[src/verilog/hch_params.svh]
// constants for the six-channel high-side channel control block
// Overview of operation
// - six readable writable command bits, 1 means on
// - gate bit clear: channel on if pin or command
// - gate bit set: channel on if pin and command
// - inverse current clears error flag, channels 0-4
// - inverse current keeps channel's present on/off state
// - floating channel input pin reads as low; the code has no pull-down, srst alone zeroes the synchroniser pin stages
// - reading error flag clears it unless shutdown persists
`ifndef HCH_PARAMS_SVH
`define HCH_PARAMS_SVH

`define HCH_NUM_CH 6
`define HCH_NUM_DYN 5
`define HCH_FRAME_BITS 8
`define HCH_CNT_W 4

// frame field positions
`define HCH_POS_WR 7
`define HCH_POS_RB 6
`define HCH_POS_AD 5
`define HCH_POS_DR 4
`define HCH_POS_GATE 3

// bank 1 address of the gating configuration register
`define HCH_ADDR_GATE 2'h1

// reset values
`define HCH_RST_CMD 6'h00
`define HCH_RST_GATE 1'h0

`endif

[src/verilog/hch_pkg.sv]
// types for the high-side channel control block
package hch_pkg;

  typedef enum logic [2:0] {
    HCH_IDLE  = 3'b001,
    HCH_SHIFT = 3'b010,
    HCH_EXEC  = 3'b100
  } hch_state_t;

  typedef enum logic [1:0] {
    HCH_RSP_DIAG = 2'h0,
    HCH_RSP_CMD  = 2'h1,
    HCH_RSP_CFG  = 2'h2
  } hch_rsp_t;

endpackage : hch_pkg

[src/verilog/hch_channel_ctrl.sv]
// channel command, input gating and error flag logic with spi access
`timescale 1ns/1ps
`include "hch_params.svh"
module hch_channel_ctrl
  import hch_pkg::*;
#(
  parameter int NUM_CH = `HCH_NUM_CH,
  parameter int NUM_DYN = `HCH_NUM_DYN,
  parameter int FRAME_BITS = `HCH_FRAME_BITS
) (
  input wire logic clock,
  input wire logic srst,
  input wire logic ce,
  input wire logic spi_sclk,
  input wire logic spi_cs_n,
  input wire logic spi_mosi,
  input wire logic [NUM_CH-1:0] channel_input_pin,
  input wire logic [NUM_CH-1:0] inverse_current,
  input wire logic [NUM_DYN-1:0] dyn_shutdown,
  output logic spi_miso,
  output logic spi_miso_oe,
  output logic [NUM_CH-1:0] channel_output_pin
);

  localparam int SW = 3 + 2 * NUM_CH + NUM_DYN;
  localparam logic [SW-1:0] SYNC_RST = {1'b0, 1'b1, {(SW - 2){1'b0}}};
  localparam logic [`HCH_CNT_W-1:0] FRAME_LEN = `HCH_CNT_W'(FRAME_BITS);

  // register selected by a frame; bank 0 is the command register
  function automatic hch_rsp_t reg_decode(input logic [7:0] f);
    logic [1:0] addr;
    addr = {f[`HCH_POS_AD], f[`HCH_POS_DR]};
    if (!f[`HCH_POS_RB]) begin
      reg_decode = HCH_RSP_CMD;
    end else if (addr == `HCH_ADDR_GATE) begin
      reg_decode = HCH_RSP_CFG;
    end else begin
      reg_decode = HCH_RSP_DIAG;
    end
  endfunction : reg_decode

  logic sclk_s;
  logic cs_n_s;
  logic mosi_s;
  logic [NUM_CH-1:0] in_s;
  logic [NUM_CH-1:0] inv_s;
  logic [NUM_DYN-1:0] dyn_s;

  hch_sync #(
    .W(SW),
    .RST_VAL(SYNC_RST)
  ) u_sync (
    .clock(clock),
    .srst(srst),
    .ce(ce),
    .d({spi_sclk, spi_cs_n, spi_mosi, channel_input_pin, inverse_current,
        dyn_shutdown}),
    .q({sclk_s, cs_n_s, mosi_s, in_s, inv_s, dyn_s})
  );

  hch_state_t state;
  hch_state_t next_state;
  logic sclk_d;
  logic cs_d;
  logic [`HCH_CNT_W-1:0] bit_cnt;
  logic [FRAME_BITS-1:0] rx_shift;
  logic [FRAME_BITS-1:0] tx_shift;
  hch_rsp_t resp_sel;
  logic resp_was_diag;
  logic [NUM_CH-1:0] channel_command_bit;
  logic input_gating_sel;
  logic [NUM_DYN-1:0] err_flag;

  // edge detection on the synchronised spi lines
  wire sclk_rise = sclk_s & ~sclk_d;
  wire sclk_fall = ~sclk_s & sclk_d;
  wire cs_fall = ~cs_n_s & cs_d;

  wire in_idle = (state == HCH_IDLE);
  wire in_shift = (state == HCH_SHIFT);
  wire in_exec = (state == HCH_EXEC);
  wire frame_start = in_idle & cs_fall;
  wire frame_end = in_shift & cs_n_s;
  wire frame_ok = (bit_cnt == FRAME_LEN);

  // command decode of the completed frame
  wire is_write = rx_shift[`HCH_POS_WR];
  wire hch_rsp_t rx_sel = reg_decode(rx_shift[7:0]);
  wire wr_cmd = in_exec & is_write & (rx_sel == HCH_RSP_CMD);
  wire wr_cfg = in_exec & is_write & (rx_sel == HCH_RSP_CFG);
  wire diag_read = in_exec & resp_was_diag;

  // response word for the frame now starting
  wire [FRAME_BITS-1:0] word_cmd = FRAME_BITS'(channel_command_bit);
  wire [FRAME_BITS-1:0] word_cfg =
    FRAME_BITS'({input_gating_sel, 3'h0});
  wire [FRAME_BITS-1:0] word_diag = FRAME_BITS'(err_flag);
  wire [FRAME_BITS-1:0] rsp_word =
    (resp_sel == HCH_RSP_CMD) ? word_cmd :
    (resp_sel == HCH_RSP_CFG) ? word_cfg : word_diag;

  always_comb begin
    next_state = state;
    unique case (state)
      HCH_IDLE: begin
        if (cs_fall) begin
          next_state = HCH_SHIFT;
        end
      end
      HCH_SHIFT: begin
        if (cs_n_s) begin
          next_state = frame_ok ? HCH_EXEC : HCH_IDLE;
        end
      end
      HCH_EXEC: begin
        next_state = HCH_IDLE;
      end
      default: begin
        next_state = HCH_IDLE;
      end
    endcase
  end

  always_ff @(posedge clock) begin
    if (srst) begin
      state <= HCH_IDLE;
      sclk_d <= 1'b0;
      cs_d <= 1'b1;
    end else if (ce) begin
      state <= next_state;
      sclk_d <= sclk_s;
      cs_d <= cs_n_s;
    end
  end

  // receive path: mosi sampled on rising sclk, count saturates
  always_ff @(posedge clock) begin
    if (srst) begin
      bit_cnt <= '0;
      rx_shift <= '0;
    end else if (ce) begin
      if (frame_start) begin
        bit_cnt <= '0;
      end else if (in_shift && sclk_rise) begin
        rx_shift <= {rx_shift[FRAME_BITS-2:0], mosi_s};
        if (bit_cnt != '1) begin
          bit_cnt <= bit_cnt + `HCH_CNT_W'(1);
        end
      end
    end
  end

  // transmit path: first bit at select, next bits on falling sclk
  always_ff @(posedge clock) begin
    if (srst) begin
      tx_shift <= '0;
      spi_miso <= 1'b0;
      spi_miso_oe <= 1'b0;
      resp_was_diag <= 1'b0;
    end else if (ce) begin
      if (frame_start) begin
        spi_miso <= rsp_word[FRAME_BITS-1];
        tx_shift <= {rsp_word[FRAME_BITS-2:0], 1'b0};
        spi_miso_oe <= 1'b1;
        resp_was_diag <= (resp_sel == HCH_RSP_DIAG);
      end else if (frame_end) begin
        // deselect wins over a late sclk fall so miso is always released
        spi_miso <= 1'b0;
        spi_miso_oe <= 1'b0;
      end else if (in_shift && sclk_fall) begin
        spi_miso <= tx_shift[FRAME_BITS-1];
        tx_shift <= {tx_shift[FRAME_BITS-2:0], 1'b0};
      end
    end
  end

  // registers written by complete frames; reads choose next response
  always_ff @(posedge clock) begin
    if (srst) begin
      channel_command_bit <= `HCH_RST_CMD;
      input_gating_sel <= `HCH_RST_GATE;
      resp_sel <= HCH_RSP_DIAG;
    end else if (ce) begin
      if (wr_cmd) begin
        channel_command_bit <= rx_shift[NUM_CH-1:0];
      end
      if (wr_cfg) begin
        input_gating_sel <= rx_shift[`HCH_POS_GATE];
      end
      if (in_exec) begin
        resp_sel <= is_write ? HCH_RSP_DIAG : rx_sel;
      end
    end
  end

  // per-channel output combination and error flags
  logic [NUM_CH-1:0] next_out;
  logic [NUM_DYN-1:0] next_err;

  genvar gi;
  generate
    for (gi = 0; gi < NUM_CH; gi++) begin : g_ch
      wire or_mode = channel_input_pin_or(gi);
      wire drive = input_gating_sel ?
        (channel_command_bit[gi] & in_s[gi]) :
        or_mode;
      // inverse current freezes the channel in its present state
      assign next_out[gi] = inv_s[gi] ? channel_output_pin[gi] : drive;
    end
    for (gi = 0; gi < NUM_DYN; gi++) begin : g_err
      // shutdown sets again over the read clear; inverse current wins
      assign next_err[gi] = inv_s[gi] ? 1'b0 :
        (dyn_s[gi] | (err_flag[gi] & ~diag_read));
    end
  endgenerate

  function automatic logic channel_input_pin_or(input int idx);
    channel_input_pin_or = channel_command_bit[idx] | in_s[idx];
  endfunction : channel_input_pin_or

  always_ff @(posedge clock) begin
    if (srst) begin
      channel_output_pin <= '0;
      err_flag <= '0;
    end else if (ce) begin
      channel_output_pin <= next_out;
      err_flag <= next_err;
    end
  end

endmodule : hch_channel_ctrl

[src/verilog/hch_sync.sv]
// two-stage synchroniser for inputs from outside the clock domain
`timescale 1ns/1ps
module hch_sync #(
  parameter int W = 1,
  parameter logic [W-1:0] RST_VAL = '0
) (
  input wire logic clock,
  input wire logic srst,
  input wire logic ce,
  input wire logic [W-1:0] d,
  output logic [W-1:0] q
);

  logic [W-1:0] stage1;

  // reset value of zero loads the channel pin stages during srst only; an open pin is not pulled low
  always_ff @(posedge clock) begin
    if (srst) begin
      stage1 <= RST_VAL;
      q <= RST_VAL;
    end else if (ce) begin
      stage1 <= d;
      q <= stage1;
    end
  end

endmodule : hch_sync
[config.mk]
export PLATFORM = sky130hd
export DESIGN_NAME = hch_channel_ctrl
export DESIGN_NICKNAME = d
export VERILOG_FILES = /design/src/verilog/hch_pkg.sv /design/src/verilog/hch_channel_ctrl.sv /design/src/verilog/hch_sync.sv
export VERILOG_INCLUDE_DIRS = /design/src /design/src/verilog
export SDC_FILE = /design/constraint.sdc
export NUM_CORES = 1
export LEC_CHECK = 0
export ABC_AREA = 1
export BUFFER_PORTS_ARGS = -buffer_cell sky130_fd_sc_hd__buf_2
export CORE_MARGIN = 5
export CORE_UTILIZATION = 59
export CTS_CLUSTER_SIZE = 8
export DETAILED_ROUTE_END_ITERATION = 10
export GPL_ROUTABILITY_DRIVEN = 0
export MAX_ROUTING_LAYER = met4
export PLACE_DENSITY = 0.85
export RECOVER_POWER = 25
export SYNTH_ARGS = -nofsm -noshare
export SYNTH_HDL_FRONTEND = slang
export SYNTH_SLANG_ARGS = --single-unit
[constraint.sdc]
create_clock -name clock -period 1.64 [get_ports clock]
set_clock_uncertainty 0.2 [all_clocks]
set_input_delay 0.328 -clock clock [delete_from_list [all_inputs] [get_ports clock]]
set_output_delay 0.328 -clock clock [all_outputs]
set_load 0.05 [all_outputs]
# After elaboration in Yosys (flattened, before gate mapping)
# Cells that the tools add are included.
dict set report word_totals {
  regBits 88
  latchBits 0
  ram_bits 0
  romBits 0
  in_bits 23
  out_inout_bits 8
  elab_cells 132
  memories 0
}
dict set report classes {
  add_sub_neg 1
  mul 0
  div_mod_pow 0
  n_lt_le_gt_ge 0
  eq_ne 13
  n_shift 0
  mux 31
  bitwise 42
  n_reduce_logical 24
}
# cell n
set ops {}
lappend ops {{two-way mux 8 bit} 3}
lappend ops {{AND reduction 2 bit} 12}
lappend ops {{bitwise AND 1 bit} 20}
lappend ops {{two-way mux 1 bit} 16}
lappend ops {{two-way mux 4 bit} 3}
lappend ops {{AND reduction 3 bit} 4}
lappend ops {{NOT 1 bit} 11}
lappend ops {{bitwise OR 1 bit} 11}
lappend ops {{two-way mux 3 bit} 3}
lappend ops {{nonzero test 2 bit} 4}
lappend ops {{equality test 2 x 1 -> 1 bit (second input constant)} 3}
lappend ops {{two-way mux 2 bit} 3}
lappend ops {{two-way mux 6 bit} 1}
lappend ops {{one-hot mux 3 bit (2 select lines)} 1}
lappend ops {{two-way mux 5 bit} 1}
lappend ops {{adder 4 x 1 -> 4 bit (second input constant)} 1}
lappend ops {{equality test 2 bit (second input constant)} 2}
lappend ops {{equality test 4 bit (second input constant)} 1}
lappend ops {{!= test 2 bit (second input constant)} 2}
lappend ops {{!= test 4 bit (second input constant)} 1}
lappend ops {{equality test 3 x 1 -> 1 bit (second input constant)} 1}
lappend ops {{equality test 3 x 2 -> 1 bit (second input constant)} 1}
lappend ops {{equality test 3 bit (second input constant)} 1}
lappend ops {{nonzero test 3 bit} 1}
lappend ops {{3 further kinds} 4}

# Depth between registers and ports, before layout
# Gate-level depths: netlist (run 1).
dict set report depth {
  word_depth 6
  depth_mapped 9
  depth_no_buf 9
}

# Cells and area by module
# Synthesis (run 1) repeated with hierarchy kept, for this count alone.
dict set report hier_totals {
  cells_unflattened 583
  area_unflattened_um2 3863.7
}
# mod n_inst cells_each area_per_inst_um2 seq_area_each_um2
set modules_own_cells {}
lappend modules_own_cells {hch_channel_ctrl 1 332 2233.4 940.9}
lappend modules_own_cells {hch_sync 1 251 1630.3 800.8}

# Worst setup path after synthesis (run 1)
# Ideal clock, no wire load.
dict set report synth_path {
  path_kind {register -> register}
  start {reg state[2]}
  end {reg channel_command_bit[2]}
  setup_time_ps 120
  arrival_ps 1047
  t_required_ps 1320
  slack_ps 274
  path_stages_with_launch 7
  path_buffers 1
  period_less_slack_ps 1366
  cell_sequence {dfxtp_1 -> nand3_1 -> nor2_2 -> nand3_2 -> buf_2 -> o21ai_1 -> a21oi_1}
}
dict set report synth_between {
  elab_chain_len 4
}
# item line
set synth_rtl {}
lappend synth_rtl {{start, declared} hch_channel_ctrl.sv:61} ;# hch_state_t state;
lappend synth_rtl {{start signal, assigned} hch_channel_ctrl.sv:130} ;# state <= next_state;
lappend synth_rtl {{equality test 3 bit} hch_channel_ctrl.sv:81} ;# wire in_exec = (state == HCH_EXEC);
lappend synth_rtl {{bitwise AND 1 bit (2 in series)} hch_channel_ctrl.sv:89} ;# wire wr_cmd = in_exec & is_write & (rx_sel == HCH_RSP_CMD);
lappend synth_rtl {{AND reduction 2 bit (no source line)} --}
lappend synth_rtl {{end signal, assigned} hch_channel_ctrl.sv:180} ;# channel_command_bit <= `HCH_RST_CMD;
lappend synth_rtl {{end signal, assigned} hch_channel_ctrl.sv:185} ;# channel_command_bit <= rx_shift[NUM_CH-1:0];
lappend synth_rtl {{end, declared} hch_channel_ctrl.sv:70} ;# logic [NUM_CH-1:0] channel_command_bit;
# Every way passes these cells.
# A chain may end at the register's enable or synchronous reset.

# Worst setup path in the final report (run 1)
dict set report layout_path {
  start {reg state[0]}
  end {reg channel_command_bit[3]}
}
# Same word-level chain as after synthesis.

==> metrics.txt, run 1 <==
CP max FO=12; chip height=88.1 microns; FF-to-FF path depth=6; initial core utilization=60.8%; Max-slew headroom=56.4%; Clock Latency Late Sink=360 ps; worst hold path type=input pin to flip-flop; Worst path max stage delay=360 ps; CP cell instances=inv_1, nand3_1, nor2_2, nand3_4, o21ai_1, a21oi_1; Vias per Instance=5.32; status=finished clean; distinct cell type count after synthesis=24; kind of critical path=flip-flop to flip-flop; leakage=0.00185 uW; core area=5920 sq um; RSZ-0062 raised after global routing=yes; Final nets=577; GRT Util Overall=24.2%; share of layout cells above drive strength 1=14.6%; sequential-to-total area share from yosys stat=48.4%; crit path from=state[0]; grt total ovfl=0; top cell type's share of synthesized area=48.4%; Fin. Hold Viols=0; diode count=0; synthesized area=3600 sq um; DR pass1 iterations=4; largest area contributor in the netlist=dfxtp_1; I/O Buffers=30; CTS Buf Count=9; initial drt markers=320; Num Clock Sinks=87; Syn Nets=526; post-synthesis instance total=501; area delta synth->final=18.7%; Detail Route Antenna Nets=0; Worst Path Required=1680 ps; largest net degree at the start of global routing=41; Yosys reg bits=87; Clock Tree Root=clkbuf_8; Yosys warning total=0; I/O Pins=31; most frequent cells in the layout=nor2_1 (101), nand2_1 (91), dfxtp_1 (85); commonest non-fill, non-tap cell in the layout=nor2_1; Fmax achieved=655 MHz; post-CTS setup buffers=0; Worst VDD drop=0.000851 V; die area=7760 sq um; Slew @ Worst Pin=654 ps; worst reg2reg setup slack=110 ps; PD cells=1060 nW/um^2; row count=28; CTS clk-pin slew, worst paths=80 ps; routed via count=3355; total power=4520 uW; min Tclk post-route=1530 ps; CTS H-Tree Depth=3; final setup fails=0; final cycle utilization of the critical path=93.1%; slowest CP cell=dfxtp_1; placed cell area=3890 sq um; Post-DP HPWL=5.75 mm; Max Cap Viol=0; vias in the first global route=3203; CTS tree=done; syn avg cell area=7.19 sq um; final instance count without filler cells=631; first-pass GRT wire length=14.2 mm; drt total wl=8.55 mm; cells taking the most area after synthesis=dfxtp_1 (48%), nor2_1 (11%), nand2_1 (9.6%), o21ai_0 (8.5%), a21oi_1 (5.3%); R2R Path Start=state[0]; Design Area, Final=4270 sq um; Crit Reg-Reg Endpoint=channel_command_bit[3]; worst-case clock buffer depth=2; die width=88.1 microns; Setup crit end kind=flip-flop; post-placement cell count=600; WL/cell=13.5 microns; Startpoint Class=flip-flop; Critical Path End=channel_command_bit[3]; initial antenna violation count=0; final slew viol count=0; Arr. time, crit path=1570 ps; Post-route DRC=0
[routing by layer]
metal  up-vias  share of wire [%]  wire length, microns  global-route usage (%)
met3        14                5.7                   486                    5.83
met4         0                1.6                   137                    7.01
li1       1711                  -                     -                       -
met2        83                 49                  4200                    40.5
met5         -                  0                     0                       -
met1      1547                 44                  3720                    28.9
[worst max-delay path, delay by kind of cell, from the launching register on]
kind / cells / cell delay [ps]
AOI/OAI and AO/OA: 2 / 250
DFF: 1 / 360
buffers and inverters: 1 / 100
and+or+nand+nor: 3 / 500
[synthesized netlist by cell type (all sizes together)]
| master | number |
|---|---|
| a21oi | 38 |
| a31oi | 3 |
| buf | 10 |
| clkbuf | 12 |
| dfxtp | 87 |
| ha | 2 |
| inv | 40 |
| nand2 | 97 |
| nand3 | 32 |
| nand4 | 2 |
| nor2 | 106 |
| nor3 | 1 |
| o211ai | 3 |
| o21ai | 66 |
| or2 | 1 |
| xor2 | 1 |
[cell type report]
cell class,count,area [sq um]
clock inverters,4,95.1
multi-input cells,352,1620
inverters,40,150
well taps,75,93.8
repair buffers,62,437
clock buffers,11,131
flip-flops and latches,87,1740
fillers,442,1650
[how the worst min path moves through the flow]
stage | from | end | slack [ps] | depth (start not counted)
6_report | spi_mosi | u_sync.stage1[17] | 20 | 3
5_1_grt | spi_mosi | u_sync.stage1[17] | 20 | 3
4_1_cts | channel_input_pin[1] | u_sync.stage1[12] | 5 | 3
3_5_place_dp | spi_miso_oe | spi_miso_oe | 250 | 2
3_3_place_gp | spi_miso_oe | spi_miso_oe | 240 | 2
2_1_floorplan | u_sync.stage1[18] | u_sync.stage1[18] | 230 | 2
[through the flow]
stage	setup WS, ps	utilization (%)	hold slack [ps]	TNS (ps)
after detailed placement	103	65.7	248	0
after global placement	131	65.7	243	0
after floorplan	274	-	229	0
after global routing	-31.2	72.2	20.5	-51.1
after CTS	113	72.0	4.97	0
final	114	72.2	17.7	0
[state kept, by name, summed over array words and instances (netlist names), 2 cells and up]
register / cells
tx_shift: 7
channel_output_pin: 6
u_sync.q: 20
rx_shift: 8
state: 3
u_sync.stage1: 20
bit_cnt: 4
channel_command_bit: 6
resp_sel: 2
err_flag: 5
[power breakdown]
group	leakage (uW)	switching, uW	internal (uW)
Clock	0.000113	731	1000
Combinational	0.00102	319	185
Sequential	0.000715	67.1	2220
[kinds of logic after synthesis]
kind of cell | Yosys count | share of synthesized area [%]
simple gates | 239 | 28.1
compound gates | 110 | 15.6
flops | 87 | 48.4
buf+inv | 62 | 6.99
fa+ha+maj | 2 | 0.695
xor+xnor | 1 | 0.243
[repair_timing]
action | CTS | global route
endpoints found under the setup margin | 0 | 10
hold buffers | 15 | 1
resized for setup | 0 | 6
hold endpoints to repair | 15 | 1
Note: power is estimated with default switching activity, not from simulation.
==> run 2: changes to the inputs <==
--- a/config.mk
+++ b/config.mk
@@ -16,6 +16,7 @@
 export MAX_ROUTING_LAYER = met4
 export PLACE_DENSITY = 0.85
 export RECOVER_POWER = 25
+export SETUP_SLACK_MARGIN = 0.5
 export SYNTH_ARGS = -nofsm -noshare
 export SYNTH_HDL_FRONTEND = slang
 export SYNTH_SLANG_ARGS = --single-unit
==> metrics.txt, run 2 (same netlist as run 1, synthesis figures left out) <==
chip height=88.1 microns (unchanged); worst-case clock buffer depth=2 (unchanged); Arr. time, crit path=1750 ps (was 1570 ps); core area=5920 sq um (unchanged); Clock Power Share=33.9% (was 38.3%); final worst setup slack=-14.1 ps (was 114 ps); Filler cells=304 (was 442); Clock Tree Root=clkbuf_8 (unchanged); placed cell area=3960 sq um (was 3890 sq um); row count=28 (unchanged); I/O Pins=31 (unchanged); Design Area, Final=4920 sq um (was 4270 sq um); Startpoint Class=flip-flop (unchanged); Setup crit end kind=flip-flop (unchanged); Detail Route Antenna Nets=0 (unchanged); Net Sw Frac=29.0% (was 24.7%); most frequent cells in the layout=nor2_1 (80), nand2_1 (80), dfxtp_1 (70) (was nor2_1 (101), nand2_1 (91), dfxtp_1 (85)); CTS Buf Count=9 (unchanged); slowest CP cell=dfxtp_4 (was dfxtp_1); leakage=0.00200 uW (was 0.00185 uW); min Tclk post-route=1650 ps (was 1530 ps); final slew viol count=0 (unchanged); final cycle utilization of the critical path=101% (was 93.1%); share of layout cells above drive strength 1=30.7% (was 14.6%); CP cell instances=inv_4, nand3_2, nor2_1, buf_4, o21ai_0, nand2_1, a21oi_2 (was inv_1, nand3_1, nor2_2, nand3_4, o21ai_1, a21oi_1); Largest delay share family, worst path=flip-flops (was simple AND/OR/NAND/NOR gates); Comb power frac=14.8% (was 11.1%); Final nets=599 (was 577); worst hold path type=input pin to flip-flop (unchanged); CP bufs+invs=2 (was 1); Post-route DRC=0 (unchanged); Clock Latency Late Sink=370 ps (was 360 ps); RSZ-0062 raised after global routing=yes (unchanged); CTS clk-pin slew, worst paths=90 ps (was 80 ps); Max Cap Viol=0 (unchanged); CTS tree=done (unchanged); DR pass1 iterations=6 (was 4); Worst Path Required=1740 ps (was 1680 ps); CTS H-Tree Depth=3 (unchanged); Reg power frac=51.3% (was 50.5%); die width=88.1 microns (unchanged); internal power=3210 uW (was 3410 uW); grt total ovfl=0 (unchanged); die area=7760 sq um (unchanged); drt total wl=11.6 mm (was 8.55 mm); Fin. Hold Viols=0 (unchanged); PD cells=918 nW/um^2 (was 1060 nW/um^2); largest net degree at the start of global routing=68 (was 41); Placement Setup Slack=9.80 ps (was 103 ps); Num Clock Sinks=87 (unchanged); routed via count=3952 (was 3355); initial core utilization=60.8% (unchanged); Post-DP HPWL=5.45 mm (was 5.75 mm); Worst VDD drop=0.000639 V (was 0.000851 V); Slew @ Worst Pin=505 ps (was 654 ps); diode count=0 (unchanged); failing checks=setup timing; final setup fails=1 (was 0); WL/cell=17.7 microns (was 13.5 microns); I/O Buffers=30 (unchanged); initial drt markers=557 (was 320); Net Switching=1310 uW (was 1120 uW); initial antenna violation count=0 (unchanged); vias in the first global route=3606 (was 3203); area delta synth->final=36.8% (was 18.7%); Vias per Instance=6.04 (was 5.32); top flop regs=u_sync.q x20, u_sync.stage1 x20, rx_shift x8 (unchanged); total power=4520 uW (about the same); smallest hold slack=5.21 ps (was 17.7 ps); Max-slew headroom=66.3% (was 56.4%); first-pass GRT wire length=16.7 mm (was 14.2 mm); kind of critical path=flip-flop to flip-flop (unchanged); GRT Util Overall=28.3% (was 24.2%); Fmax achieved=605 MHz (was 655 MHz); CP max FO=5 (was 12); status=finished, violations left (was finished clean); Worst path max stage delay=410 ps (was 360 ps)
-- run 2: cell types whose count changed in the layout (fill, tap and decap cells not counted), moves of 11 or more --
cell	previous run	this run
a21oi_1	38	26
a21oi_2	0	12
dfxtp_1	85	70
dfxtp_2	2	13
nand2_1	91	80
nand3_1	29	18
nor2_1	101	80
nor2_4	3	14
-- run 2: routing by layer --
metal | track usage, % | wire length [microns] | up-vias
li1 | - | - | 1773
met1 | 34.3 | 4400 | 1805
met2 | 45.0 | 5400 | 293
met3 | 6.68 | 1180 | 81
met5 | - | 0 | -
met4 | 12.6 | 575 | 0
-- run 2: path summary, 6_finish.rpt --
path,from,endpoint,slack [ps],depth (start not counted)
hold reg to reg,u_sync.q[11],channel_output_pin[0],280,2
setup reg to reg,state[0],err_flag[0],-10,7
setup / recovery,state[0],err_flag[0],-10,7
hold / removal,dyn_shutdown[1],u_sync.stage1[1],5,3
-- run 2: power groups by stage --
stage	sequential (uW)	clock, uW	combinational, uW
global placement	2330	0	469
global route	2330	1630	726
detailed placement	2340	0	482
floorplan	2370	0	324
finish	2320	1530	668
CTS	2300	1520	607
-- run 2: repair_timing --
item | 4_1_cts | 5_1_grt
hold buffers | 18 | 0
cloned | 4 | 1
hold endpoints to repair | 18 | 0
buffers inserted | 14 | 1
pin swaps | 16 | 11
gates resized for setup | 82 | 62
endpoints found under the setup margin | 53 | 79
-- run 2: worst register-to-register path, cell delays in order, from the launching register on --
cell and delay, ps:
dfxtp_4 410, inv_4 60, nand3_2 110, nor2_1 70, buf_4 160, o21ai_0 230
nand2_1 180, a21oi_2 180
-- run 2: layout make-up --
| class | instances | area, sq um | share of cell area, % |
|---|---|---|---|
| Clock buffer | 10 | 128 | 2.59 |
| Sequential cell | 87 | 1770 | 36.0 |
| Tap cell | 75 | 93.8 | 1.91 |
| Clock inverter | 6 | 68.8 | 1.40 |
| Timing Repair inverter | 1 | 7.51 | 0.152 |
| Timing Repair Buffer | 80 | 696 | 14.1 |
| Multi-Input combinational cell | 355 | 1980 | 40.3 |
| Inverter | 40 | 175 | 3.56 |
-- run 2: through the flow --
stage / util [%] / setup TNS, ps / instances
after floorplan: - / 0 / 501
after global placement: 66.9 / 0 / 600
after detailed placement: 66.9 / 0 / 600
after CTS: 80.3 / 0 / 652
after global routing: 83.2 / 0 / 654
final: 83.2 / -14.1 / 654
